<file path="src/include/pwrdn_defines.vh">
// Purpose: constants for the shutdown and wake-up controller
// Assumes: registers on 32-bit words at byte offsets
// Notes:   included by the controller only; the bench uses literal values
`ifndef PWRDN_DEFINES_VH
`define PWRDN_DEFINES_VH

`define OFS_SHUTDOWN_COMMAND   4'h0
`define OFS_WAKE_CONFIGURATION 4'h4
`define OFS_WAKE_EVENT_FLAGS   4'h8
`define OFS_IRQ_MASK           4'hC

`define CMD_BIT                0
`define KEY_LSB                24
`define KEY_MSB                31
`define KEY_VALUE              8'hA5

`define EDGE_LSB               0
`define EDGE_MSB               1
`define DEB_LSB                4
`define DEB_MSB                7
`define ALARM_EN_BIT           17

`define FLAG_WAKE_BIT          0
`define FLAG_ALARM_BIT         17

`define CFG_RESET              32'h00000003
`define CFG_EDGE_RESET         2'h3
`define CFG_DEB_RESET          4'h0
`define FLAGS_RESET            32'h00000000
`define MASK_RESET             32'h00000000

`define EDGE_NONE              2'h0
`define EDGE_RISE              2'h1
`define EDGE_FALL              2'h2
`define EDGE_ANY               2'h3

`define DEB_MULT               16
`define CMD_DELAY              2

`endif

</file>
<file path="src/verilog/shutdown_wakeup_controller.v">
// Purpose: shutdown output control with debounced wake input and alarm wake
// Assumes: mclk is the always-running slow clock; rstn synchronous, active low
// Notes:   wake_input and rtc_alarm are asynchronous and pass three flops
`timescale 1ns/1ps
`include "pwrdn_defines.vh"

// Summary of operation
// - control write with command bit and key 0xA5 asserts shutdown output.
// - control write with wrong key is discarded with no effect.
// - edge select: 0 off, 1 rising, 2 falling, 3 any edge.
// - release after wake input holds level debounce*16+1 consecutive cycles.
// - with alarm wake enabled, an alarm deasserts the shutdown output.
// - with alarm wake disabled, the alarm is ignored completely.
// - wake input event sets status bit 0 until status is read.
// - alarm wake sets alarm status flag until status is next read.
// - whole controller clocked continuously by slow clock, no gating.
// - valid shutdown command reaches the output two cycles after the write.
// - new input change before debounce ends stops and clears the counter, except in any-edge mode, where it restarts the count.
// - alarm rising edge detected synchronously; software clears alarm first.
module shutdown_wakeup_controller #(
  parameter CNT_W = 9
) (
  input  wire        mclk,
  input  wire        rstn,
  input  wire [3:0]  addr,
  input  wire [31:0] wdata,
  input  wire        wr,
  input  wire        rd,
  output reg  [31:0] rdata,
  input  wire        wake_input,
  input  wire        rtc_alarm,
  output wire        power_down_output,
  output wire        irq
);

  localparam [CNT_W-1:0] CNT_ZERO = {CNT_W{1'b0}};
  localparam [CNT_W-1:0] CNT_ONE  = {{(CNT_W-1){1'b0}}, 1'b1};

  // single clock, no enable, every flop runs on every mclk edge
  reg  [1:0]       wake_edge_select_q;
  reg  [1:0]       wake_edge_select_d;
  reg  [3:0]       wake_debounce_count_q;
  reg  [3:0]       wake_debounce_count_d;
  reg              alarm_wake_enable_q;
  reg              alarm_wake_enable_d;
  reg              wake_input_seen_q;
  reg              wake_input_seen_d;
  reg              alarm_wake_seen_q;
  reg              alarm_wake_seen_d;
  reg  [1:0]       irq_mask_q;
  reg  [1:0]       irq_mask_d;
  reg              pd_q;
  reg              pd_d;
  reg              cmd_pend_q;
  reg              cmd_pend_d;
  reg  [2:0]       settle_q;
  reg  [2:0]       settle_d;
  reg              wk_level_q;
  reg              wk_level_d;
  reg              al_prev_q;
  reg              al_prev_d;
  reg              armed_q;
  reg              armed_d;
  reg              target_q;
  reg              target_d;
  reg  [CNT_W-1:0] cnt_q;
  reg  [CNT_W-1:0] cnt_d;
  reg              trig;

  // register decode
  wire cmd_sel  = wr && (addr == `OFS_SHUTDOWN_COMMAND);
  wire cfg_sel  = wr && (addr == `OFS_WAKE_CONFIGURATION);
  wire mask_sel = wr && (addr == `OFS_IRQ_MASK);
  wire flag_rd  = rd && (addr == `OFS_WAKE_EVENT_FLAGS);

  wire key_ok    = (wdata[`KEY_MSB:`KEY_LSB] == `KEY_VALUE);
  wire cmd_valid = cmd_sel && key_ok && wdata[`CMD_BIT];

  // pin synchronisers, bit 0 wake pin, bit 1 alarm
  wire [1:0] pin_raw = {rtc_alarm, wake_input};
  wire [1:0] pin_s2;
  wire [1:0] pin_s3;

  genvar gi;
  generate
    for (gi = 0; gi < 2; gi = gi + 1) begin : g_sync
      // first stage is read only by the second
      reg [2:0] stage_q;

      always @(posedge mclk) begin
        if (!rstn)
          stage_q <= 3'h0;
        else
          stage_q <= {stage_q[1:0], pin_raw[gi]};
      end

      assign pin_s2[gi] = stage_q[1];
      assign pin_s3[gi] = stage_q[2];
    end
  endgenerate

  // stages leave reset empty; the level trackers follow the pins
  // silently until the chain is full, so a pin idling high gives
  // no false edge after reset
  wire settled = settle_q[2];

  always @* begin
    settle_d = settle_q;
    if (!settled)
      settle_d = settle_q + 3'h1;
  end

  // filtered wake level: change counts once stages two and three agree
  wire wk_agree = (pin_s2[0] == pin_s3[0]);
  wire wk_new   = pin_s3[0];
  wire wk_chg   = settled && wk_agree && (wk_new != wk_level_q);
  wire al_level = pin_s3[1];
  wire al_rise  = settled && al_level && !al_prev_q;

  always @* begin
    wk_level_d = wk_level_q;
    if (!settled || wk_agree)
      wk_level_d = wk_new;
    al_prev_d = al_level;
  end

  always @* begin
    case (wake_edge_select_q)
      `EDGE_NONE: trig = 1'b0;
      `EDGE_RISE: trig = wk_chg && wk_new;
      `EDGE_FALL: trig = wk_chg && !wk_new;
      `EDGE_ANY:  trig = wk_chg;
      default:    trig = 1'b0;
    endcase
  end

  // hold length in cycles: debounce*16+1
  wire [CNT_W-1:0] hold_len =
    {wake_debounce_count_q, 4'h0} + CNT_ONE;
  wire [CNT_W-1:0] cnt_inc = cnt_q + CNT_ONE;
  wire wake_done  = armed_q && !wk_chg && (wk_level_q == target_q) &&
                    (cnt_inc >= hold_len);
  // zero debounce: the trigger cycle alone is the whole hold
  wire wake_now   = trig && (hold_len == CNT_ONE);
  wire wake_evt   = wake_done || wake_now;
  wire alarm_wake = alarm_wake_enable_q && al_rise;

  // debounce: counts cycles at the selected level after a trigger
  always @* begin
    armed_d  = armed_q;
    target_d = target_q;
    cnt_d    = cnt_q;
    if (trig) begin
      // the trigger cycle itself is the first cycle at the new level;
      // an opposite edge in any-edge mode restarts the count here
      armed_d  = !wake_now;
      target_d = wk_new;
      cnt_d    = CNT_ONE;
    end else if (wk_chg && armed_q) begin
      armed_d = 1'b0;
      cnt_d   = CNT_ZERO;
    end else if (wake_done) begin
      armed_d = 1'b0;
      cnt_d   = CNT_ZERO;
    end else if (armed_q) begin
      cnt_d = cnt_inc;
    end
  end

  // shutdown output: one pending stage, sticky until a wake
  always @* begin
    cmd_pend_d = cmd_valid;
    pd_d       = pd_q;
    // release wins over a command arriving in the same cycle
    if (wake_evt || alarm_wake)
      pd_d = 1'b0;
    else if (cmd_pend_q)
      pd_d = 1'b1;
  end

  assign power_down_output = pd_q;

  // configuration and mask; key-less command writes touch nothing
  always @* begin
    wake_edge_select_d    = wake_edge_select_q;
    wake_debounce_count_d = wake_debounce_count_q;
    alarm_wake_enable_d   = alarm_wake_enable_q;
    irq_mask_d            = irq_mask_q;
    if (cfg_sel) begin
      wake_edge_select_d    = wdata[`EDGE_MSB:`EDGE_LSB];
      wake_debounce_count_d = wdata[`DEB_MSB:`DEB_LSB];
      alarm_wake_enable_d   = wdata[`ALARM_EN_BIT];
    end
    if (mask_sel)
      irq_mask_d = {wdata[`FLAG_ALARM_BIT], wdata[`FLAG_WAKE_BIT]};
  end

  // sticky flags: a read clears, a same-cycle event wins
  always @* begin
    wake_input_seen_d = wake_input_seen_q;
    alarm_wake_seen_d = alarm_wake_seen_q;
    if (flag_rd) begin
      wake_input_seen_d = 1'b0;
      alarm_wake_seen_d = 1'b0;
    end
    // set after clear so an event in the read cycle is not lost
    if (wake_evt)
      wake_input_seen_d = 1'b1;
    if (alarm_wake)
      alarm_wake_seen_d = 1'b1;
  end

  // pin trackers and debounce state
  always @(posedge mclk) begin
    if (!rstn) begin
      settle_q   <= 3'h0;
      wk_level_q <= 1'b0;
      al_prev_q  <= 1'b0;
      armed_q    <= 1'b0;
      target_q   <= 1'b0;
      cnt_q      <= CNT_ZERO;
    end else begin
      settle_q   <= settle_d;
      wk_level_q <= wk_level_d;
      al_prev_q  <= al_prev_d;
      armed_q    <= armed_d;
      target_q   <= target_d;
      cnt_q      <= cnt_d;
    end
  end

  // shutdown output state
  always @(posedge mclk) begin
    if (!rstn) begin
      cmd_pend_q <= 1'b0;
      pd_q       <= 1'b0;
    end else begin
      cmd_pend_q <= cmd_pend_d;
      pd_q       <= pd_d;
    end
  end

  // software-visible registers
  always @(posedge mclk) begin
    if (!rstn) begin
      wake_edge_select_q    <= `CFG_EDGE_RESET;
      wake_debounce_count_q <= `CFG_DEB_RESET;
      alarm_wake_enable_q   <= 1'b0;
      irq_mask_q            <= 2'h0;
      wake_input_seen_q     <= 1'b0;
      alarm_wake_seen_q     <= 1'b0;
    end else begin
      wake_edge_select_q    <= wake_edge_select_d;
      wake_debounce_count_q <= wake_debounce_count_d;
      alarm_wake_enable_q   <= alarm_wake_enable_d;
      irq_mask_q            <= irq_mask_d;
      wake_input_seen_q     <= wake_input_seen_d;
      alarm_wake_seen_q     <= alarm_wake_seen_d;
    end
  end

  assign irq = (wake_input_seen_q && irq_mask_q[0]) ||
               (alarm_wake_seen_q && irq_mask_q[1]);

  // read data one cycle after the strobe, zero otherwise
  always @(posedge mclk) begin
    if (!rstn) begin
      rdata <= 32'h00000000;
    end else begin
      rdata <= 32'h00000000;
      if (rd) begin
        case (addr)
          `OFS_WAKE_CONFIGURATION: begin
            rdata[`EDGE_MSB:`EDGE_LSB] <= wake_edge_select_q;
            rdata[`DEB_MSB:`DEB_LSB]   <= wake_debounce_count_q;
            rdata[`ALARM_EN_BIT]       <= alarm_wake_enable_q;
          end
          `OFS_WAKE_EVENT_FLAGS: begin
            rdata[`FLAG_WAKE_BIT]  <= wake_input_seen_q;
            rdata[`FLAG_ALARM_BIT] <= alarm_wake_seen_q;
          end
          `OFS_IRQ_MASK: begin
            rdata[`FLAG_WAKE_BIT]  <= irq_mask_q[0];
            rdata[`FLAG_ALARM_BIT] <= irq_mask_q[1];
          end
          default: rdata <= 32'h00000000;
        endcase
      end
    end
  end

endmodule

</file>
<file path="config.mk">
export PLATFORM = sky130hd
export DESIGN_NAME = shutdown_wakeup_controller
export DESIGN_NICKNAME = d
export VERILOG_FILES = /design/src/verilog/shutdown_wakeup_controller.v
export VERILOG_INCLUDE_DIRS = /design/src /design/src/include
export SDC_FILE = /design/constraint.sdc
export NUM_CORES = 1
export LEC_CHECK = 0
export ABC_AREA = 1
export BUFFER_PORTS_ARGS = -buffer_cell sky130_fd_sc_hd__buf_2
export CAP_MARGIN = 20
export CORE_UTILIZATION = 35
export DETAILED_ROUTE_END_ITERATION = 6
export HOLD_SLACK_MARGIN = 0.05
export MAX_ROUTING_LAYER = met4
export SLEW_MARGIN = 20
export SYNTH_ARGS = -nofsm -noshare
export SYNTH_HDL_FRONTEND = slang
export SYNTH_SLANG_ARGS = --single-unit
</file>
<file path="constraint.sdc">
create_clock -name mclk -period 2.3 [get_ports mclk]
set_input_delay 0 -clock mclk [delete_from_list [all_inputs] [get_ports mclk]]
set_output_delay 0 -clock mclk [all_outputs]
set_load 0.05 [all_outputs]
</file>
-- Word-level counts from Yosys, hierarchy flattened
Cells that the tools add are included.
- flip-flop bits (word level): 67
- input bits: 42
- output and inout bits: 34
- word-level logic and storage cells: 90
- add/subtract/negate cells: 3
- $lt $le $gt $ge: 1
- equality and inequality tests: 11
- mux-type cells: 14
- bitwise operators: 1
- reductions and logical operators: 39
- operator list (cell ; count):
    1-bit logical AND ; 20
    1-bit 2-to-1 mux ; 10
    8-bit by 1-bit adder with 9-bit output, second input constant ; 1
    9-bit by 1-bit adder with 9-bit output, second input constant ; 1
    9-bit by 1-bit == test with 1-bit output, second input constant ; 1
    9-bit greater-or-equal comparator ; 1
    4-bit == test, second input constant ; 2
    8-bit == test, second input constant ; 1
    1-bit case mux with 3 select lines ; 2
    1-bit logical NOT ; 5
    2-bit == test, second input constant ; 2
    4-bit by 3-bit == test with 1-bit output, second input constant ; 1
    4-bit logical NOT ; 1
    1-bit logical OR ; 4
    1-bit case mux with 4 select lines ; 1
    2-bit nonzero test ; 2
    4-bit nonzero test ; 1
    4-bit OR reduction ; 1
    3-bit by 1-bit adder with 3-bit output, second input constant ; 1
    3-bit 2-to-1 mux ; 1
    3-bit AND reduction ; 1
    3-bit nonzero test ; 1
    1-bit == test ; 2
    2-bit by 1-bit == test with 1-bit output, second input constant ; 1
    other kinds (5) ; 5

-- Longest topological paths before layout
- depth after elaboration: 10
- gate-level depth with buffers: 18
- gate-level depth less buffers: 18

-- Worst setup path before layout
Ideal clock, no wire load.
- path kind: flip-flop to flip-flop
- start: register cnt_q[0]
- end: register armed_q
- library setup time: 0.119 ns
- arrival: 2.036 ns
- data required time: 2.181 ns
- setup slack: 0.145 ns
- stages on the path, launching flop included: 18
- buffers on the path: 0
- period minus slack after synthesis: 2.155 ns
- path through: dfxtp_1 > ha_1 > nand2_2 > nor2_4 > nand3_1 > xor2_1 > ha_1 > nand2_1 > inv_1 > nand2_1 > nor2_1 > nand2_2 > nand3_2 > nor2_1 > nand2_1 > nand2_2 > nand2_4 > o21ai_2
- word-level cells in the longest chain between the ends: 4
- ends and longest elaborated chain (element ; RTL line ; RTL):
    start, declared ; shutdown_wakeup_controller.v:66 ; reg [CNT_W-1:0] cnt_q;
    start signal, assigned ; shutdown_wakeup_controller.v:228 ; cnt_q <= cnt_d;
    9-bit by 1-bit adder with 9-bit output ; shutdown_wakeup_controller.v:140 ; wire [CNT_W-1:0] cnt_inc = cnt_q + CNT_ONE;
    via cnt_inc[6] ; shutdown_wakeup_controller.v:140 ;
    9-bit greater-or-equal comparator ; shutdown_wakeup_controller.v:142 ; (cnt_inc >= hold_len);
    1-bit logical AND ; shutdown_wakeup_controller.v:141 ; wire wake_done = armed_q && !wk_chg && (wk_level_q == target_q) &&
    3-bit nonzero test (no line) ; n/a ;
    end signal, assigned ; shutdown_wakeup_controller.v:226 ; armed_q <= armed_d;
    end, declared ; shutdown_wakeup_controller.v:62 ; reg armed_q;
The timed path passes the listed nets, and every way through them passes these cells.
A chain may end at the register's enable or synchronous reset.

-- Final worst setup path
- start: register cnt_q[1]
- end: register armed_q
The elaborated chain is that of the path after synthesis.

==> impl_results.md <==
- Yosys top cell area share: between 30% and 40%
- Ranking of synthesized cells by area: dfxtp_1, nand2_1, buf_4
- Crit path launch: cnt_q[1]
- Final setup violation count: 0
- R2R depth: 17
- Register area: 848 um2
- Total CTS buffers: 5
- Clock Sinks: 42
- Initial antenna violation count: 0
- Die Y-Extent: 81.2 um
- Congestion Overflow GR: 0
- First-pass GRT wire length: 6.90 mm
- Die Area: 6590 um2
- Fin crit period: approximately 2.2 ns
- FF-to-FF Start: cnt_q[1]
- Crit path capture type: flip-flop
- Vias in the first global route: roughly 1.6k
- Setup CP Type: flip-flop to flip-flop
- RSZ-0062 raised after global routing: true
- Footprint of the multi-input gates: around 1100 um2
- Sequential share of the synthesized area: a little under two fifths
- Placement row count: 28
- WL/cell: 9.75 um
- Dpl hpwl: 3.15 mm
- Setup Fix Bufs, Post-CTS: 0
- Synth warn: 0
- Hold Vio Cnt, Final: 0
- Final WL: 4.21 mm
- DR iter-0 viols: 69
- Final Max Tran Viols: 0
- Skew-Pair Late Insertion Delay: around 0.3 ns
- HP Class: primary input to flip-flop
- Crit share post-route: 96.6%
- Peak supply drop: 363 uV
- Worst EP required: 2.54 ns
- Share of layout cells above drive strength 1: 22.1%
- IO Pins: 76
- CTS tree: built
- Clock Skews: 0.00808 ns
- Root Buffer: clkbuf_8
- Aggregate global-route resource usage: 14.2%
- Leak: 1.31 nW
- Clock-pin slew on the worst setup and hold paths: approximately 0.080 ns
- DP Worst Slack: approximately 0.0021 ns
- Final setup margin: roughly 0.079 ns
- P per Cell Area: 576 nW/um2
- Leading area contributor after synthesis: dfxtp_1
- Unique masters post-synth: 34
- Number of H-tree levels: 2
- Worst R2R End: armed_q
- Critical path data arrival time: 2.46 ns
- Max Cap Viol: 0
- Area Overhead vs Synth: 22.9%
- Starting Density: between 30 and 40%
- Crit path max fanout: 9
- DRT Pass-1 Iters: 4
- Average cell area after synthesis: approximately 7.4 um2
- Routed Antenna Nets: 0
- Register bit total from synthesis: 42
- Most frequent cells in the layout: nand2_1, inv_1, dfxtp_1, buf_2, nor2_1
- CORE AREA: 5990 um2
- CTS Buffer Depth: 2
- Cells after Synth: 297
- Status: finished, final reports clean
- Final net count: between 400 and 500
- N_diodes: 0
- CP Capture Point: armed_q
- Placer Congestion: 0.788
- Average via count per standard cell: about 4.3
- Die W: 81.2 um
- Startpoint types: flip-flop
- Final core occ: about 45%
- FF-to-FF setup slack: 0.08 ns
- Peak Freq: 450 MHz
- Vias: 1868
- IO Port Bufs: 33
- DRC Markers: 0
- Total power: about 1.6 mW
- Post-Syn Area: 2190 um2
- Commonest non-fill, non-tap cell in the layout: nand2_1
- Pin count of the biggest net entering global routing: 22
- Fillers: 633
[cell families after synthesis]
family / count (synthesis) / synth area share, %
DFF: 42 / 38.3
xor gates and xnor gates: 5 / 2.00
buffers and inverters: 69 / 16.1
adders and majority gates: 10 / 5.70
and+or+nand+nor: 132 / 27.4
other: 1 / 0.171
AOI/OAI and AO/OA: 38 / 10.3
[worst min-delay path by stage]
| stage | startpoint | endpoint | cells past startpoint |
|---|---|---|---|
| 2_1_floorplan | wake_input | g_sync[0].stage_q[0] | 2 |
| 3_3_place_gp | wake_input | g_sync[0].stage_q[0] | 3 |
| 3_5_place_dp | wake_input | g_sync[0].stage_q[0] | 3 |
| 4_1_cts | addr[3] | rdata[0] | 6 |
| 5_1_grt | rstn | al_prev_q | 3 |
| 6_report | rstn | al_prev_q | 3 |
[per-layer routing]
layer / track usage, % / wire, um / vias to the layer above
met4: 3.21 / 38 / 0
met5: - / 0 / -
met3: 4.72 / 140 / 5
met2: 23.4 / 1990 / 36
met1: 16.7 / 2050 / 831
li1: - / - / 996
[metrics by stage]
step                      setup TNS [ns]  cells  area (um2)  hold WS [ns]
after global placement                 0    410        2410         0.184
final                                  0    432        2700         0.113
after detailed placement               0    410        2410         0.186
after CTS                              0    432        2660         0.109
after floorplan                        0    321        2280        0.0976
after global routing              -0.870    432        2700         0.124
[what timing repair did]
action,CTS,global route
setup endpoints to repair,1,12
hold buffers,14,0
gates resized for setup,1,9
endpoints found under the hold margin,15,0
cloned,0,0
pin swaps,0,5
[power by group]
| group | total [mW] | switching (mW) | internal [mW] |
|---|---|---|---|
| clock network | 0.587 | 0.263 | 0.324 |
| registers | 0.760 | 0.0136 | 0.746 |
| logic | 0.207 | 0.151 | 0.0558 |
[cell usage after synthesis (all sizes together)]
library cell and count:
nor4 1, o21ai 15, ha 10, o211ai 3
xor2 5, nand2 69, conb 1, nor2 41
o21bai 1, nor3 2, a22o 1, a21oi 16
a211oi 2, buf 25, or2 2, inv 39
dfxtp 42, nor4b 1, nand4 3, clkbuf 3
nand3 13, clkinv 2
[sequential cells by signal (all words and copies together), names as in the netlist]
| register | count |
|---|---|
| wake_edge_select_q | 2 |
| armed_q | 1 |
| cmd_pend_q | 1 |
| g_sync.stage_q | 6 |
| al_prev_q | 1 |
| settle_q | 3 |
| rdata | 7 |
| wake_input_seen_q | 1 |
| wake_debounce_count_q | 4 |
| irq_mask_q | 2 |
| cnt_q | 9 |
| alarm_wake_seen_q | 1 |
| alarm_wake_enable_q | 1 |
| target_q | 1 |
| wk_level_q | 1 |
| power_down_output | 1 |
[final cells by class]
| type | instances | area share (%) |
|---|---|---|
| Tap cell | 75 | 3.48 |
| Inverter | 41 | 5.71 |
| Clock inverter | 2 | 1.39 |
| Timing Repair Buffer | 56 | 13.8 |
| Clock buffer | 6 | 2.69 |
| Sequential cell | 42 | 31.5 |
| Multi-Input combinational cell | 210 | 41.4 |
[critical path, cell delays in order (launching register included)]
cell     delay (ns)
dfxtp_4        0.37
ha_2           0.18
nand2_2        0.07
nor2_4         0.12
nand3_2        0.08
xor2_1         0.16
ha_1           0.32
nand2_1        0.09
inv_1          0.05
nand2_1        0.06
nor2_1         0.04
nand2_2        0.06
nand3_2        0.05
nor2_1         0.09
nand2_1        0.09
nand2_4        0.11
nand2_8        0.10
o21ai_2        0.12
(Power assumes the default switching activity.)
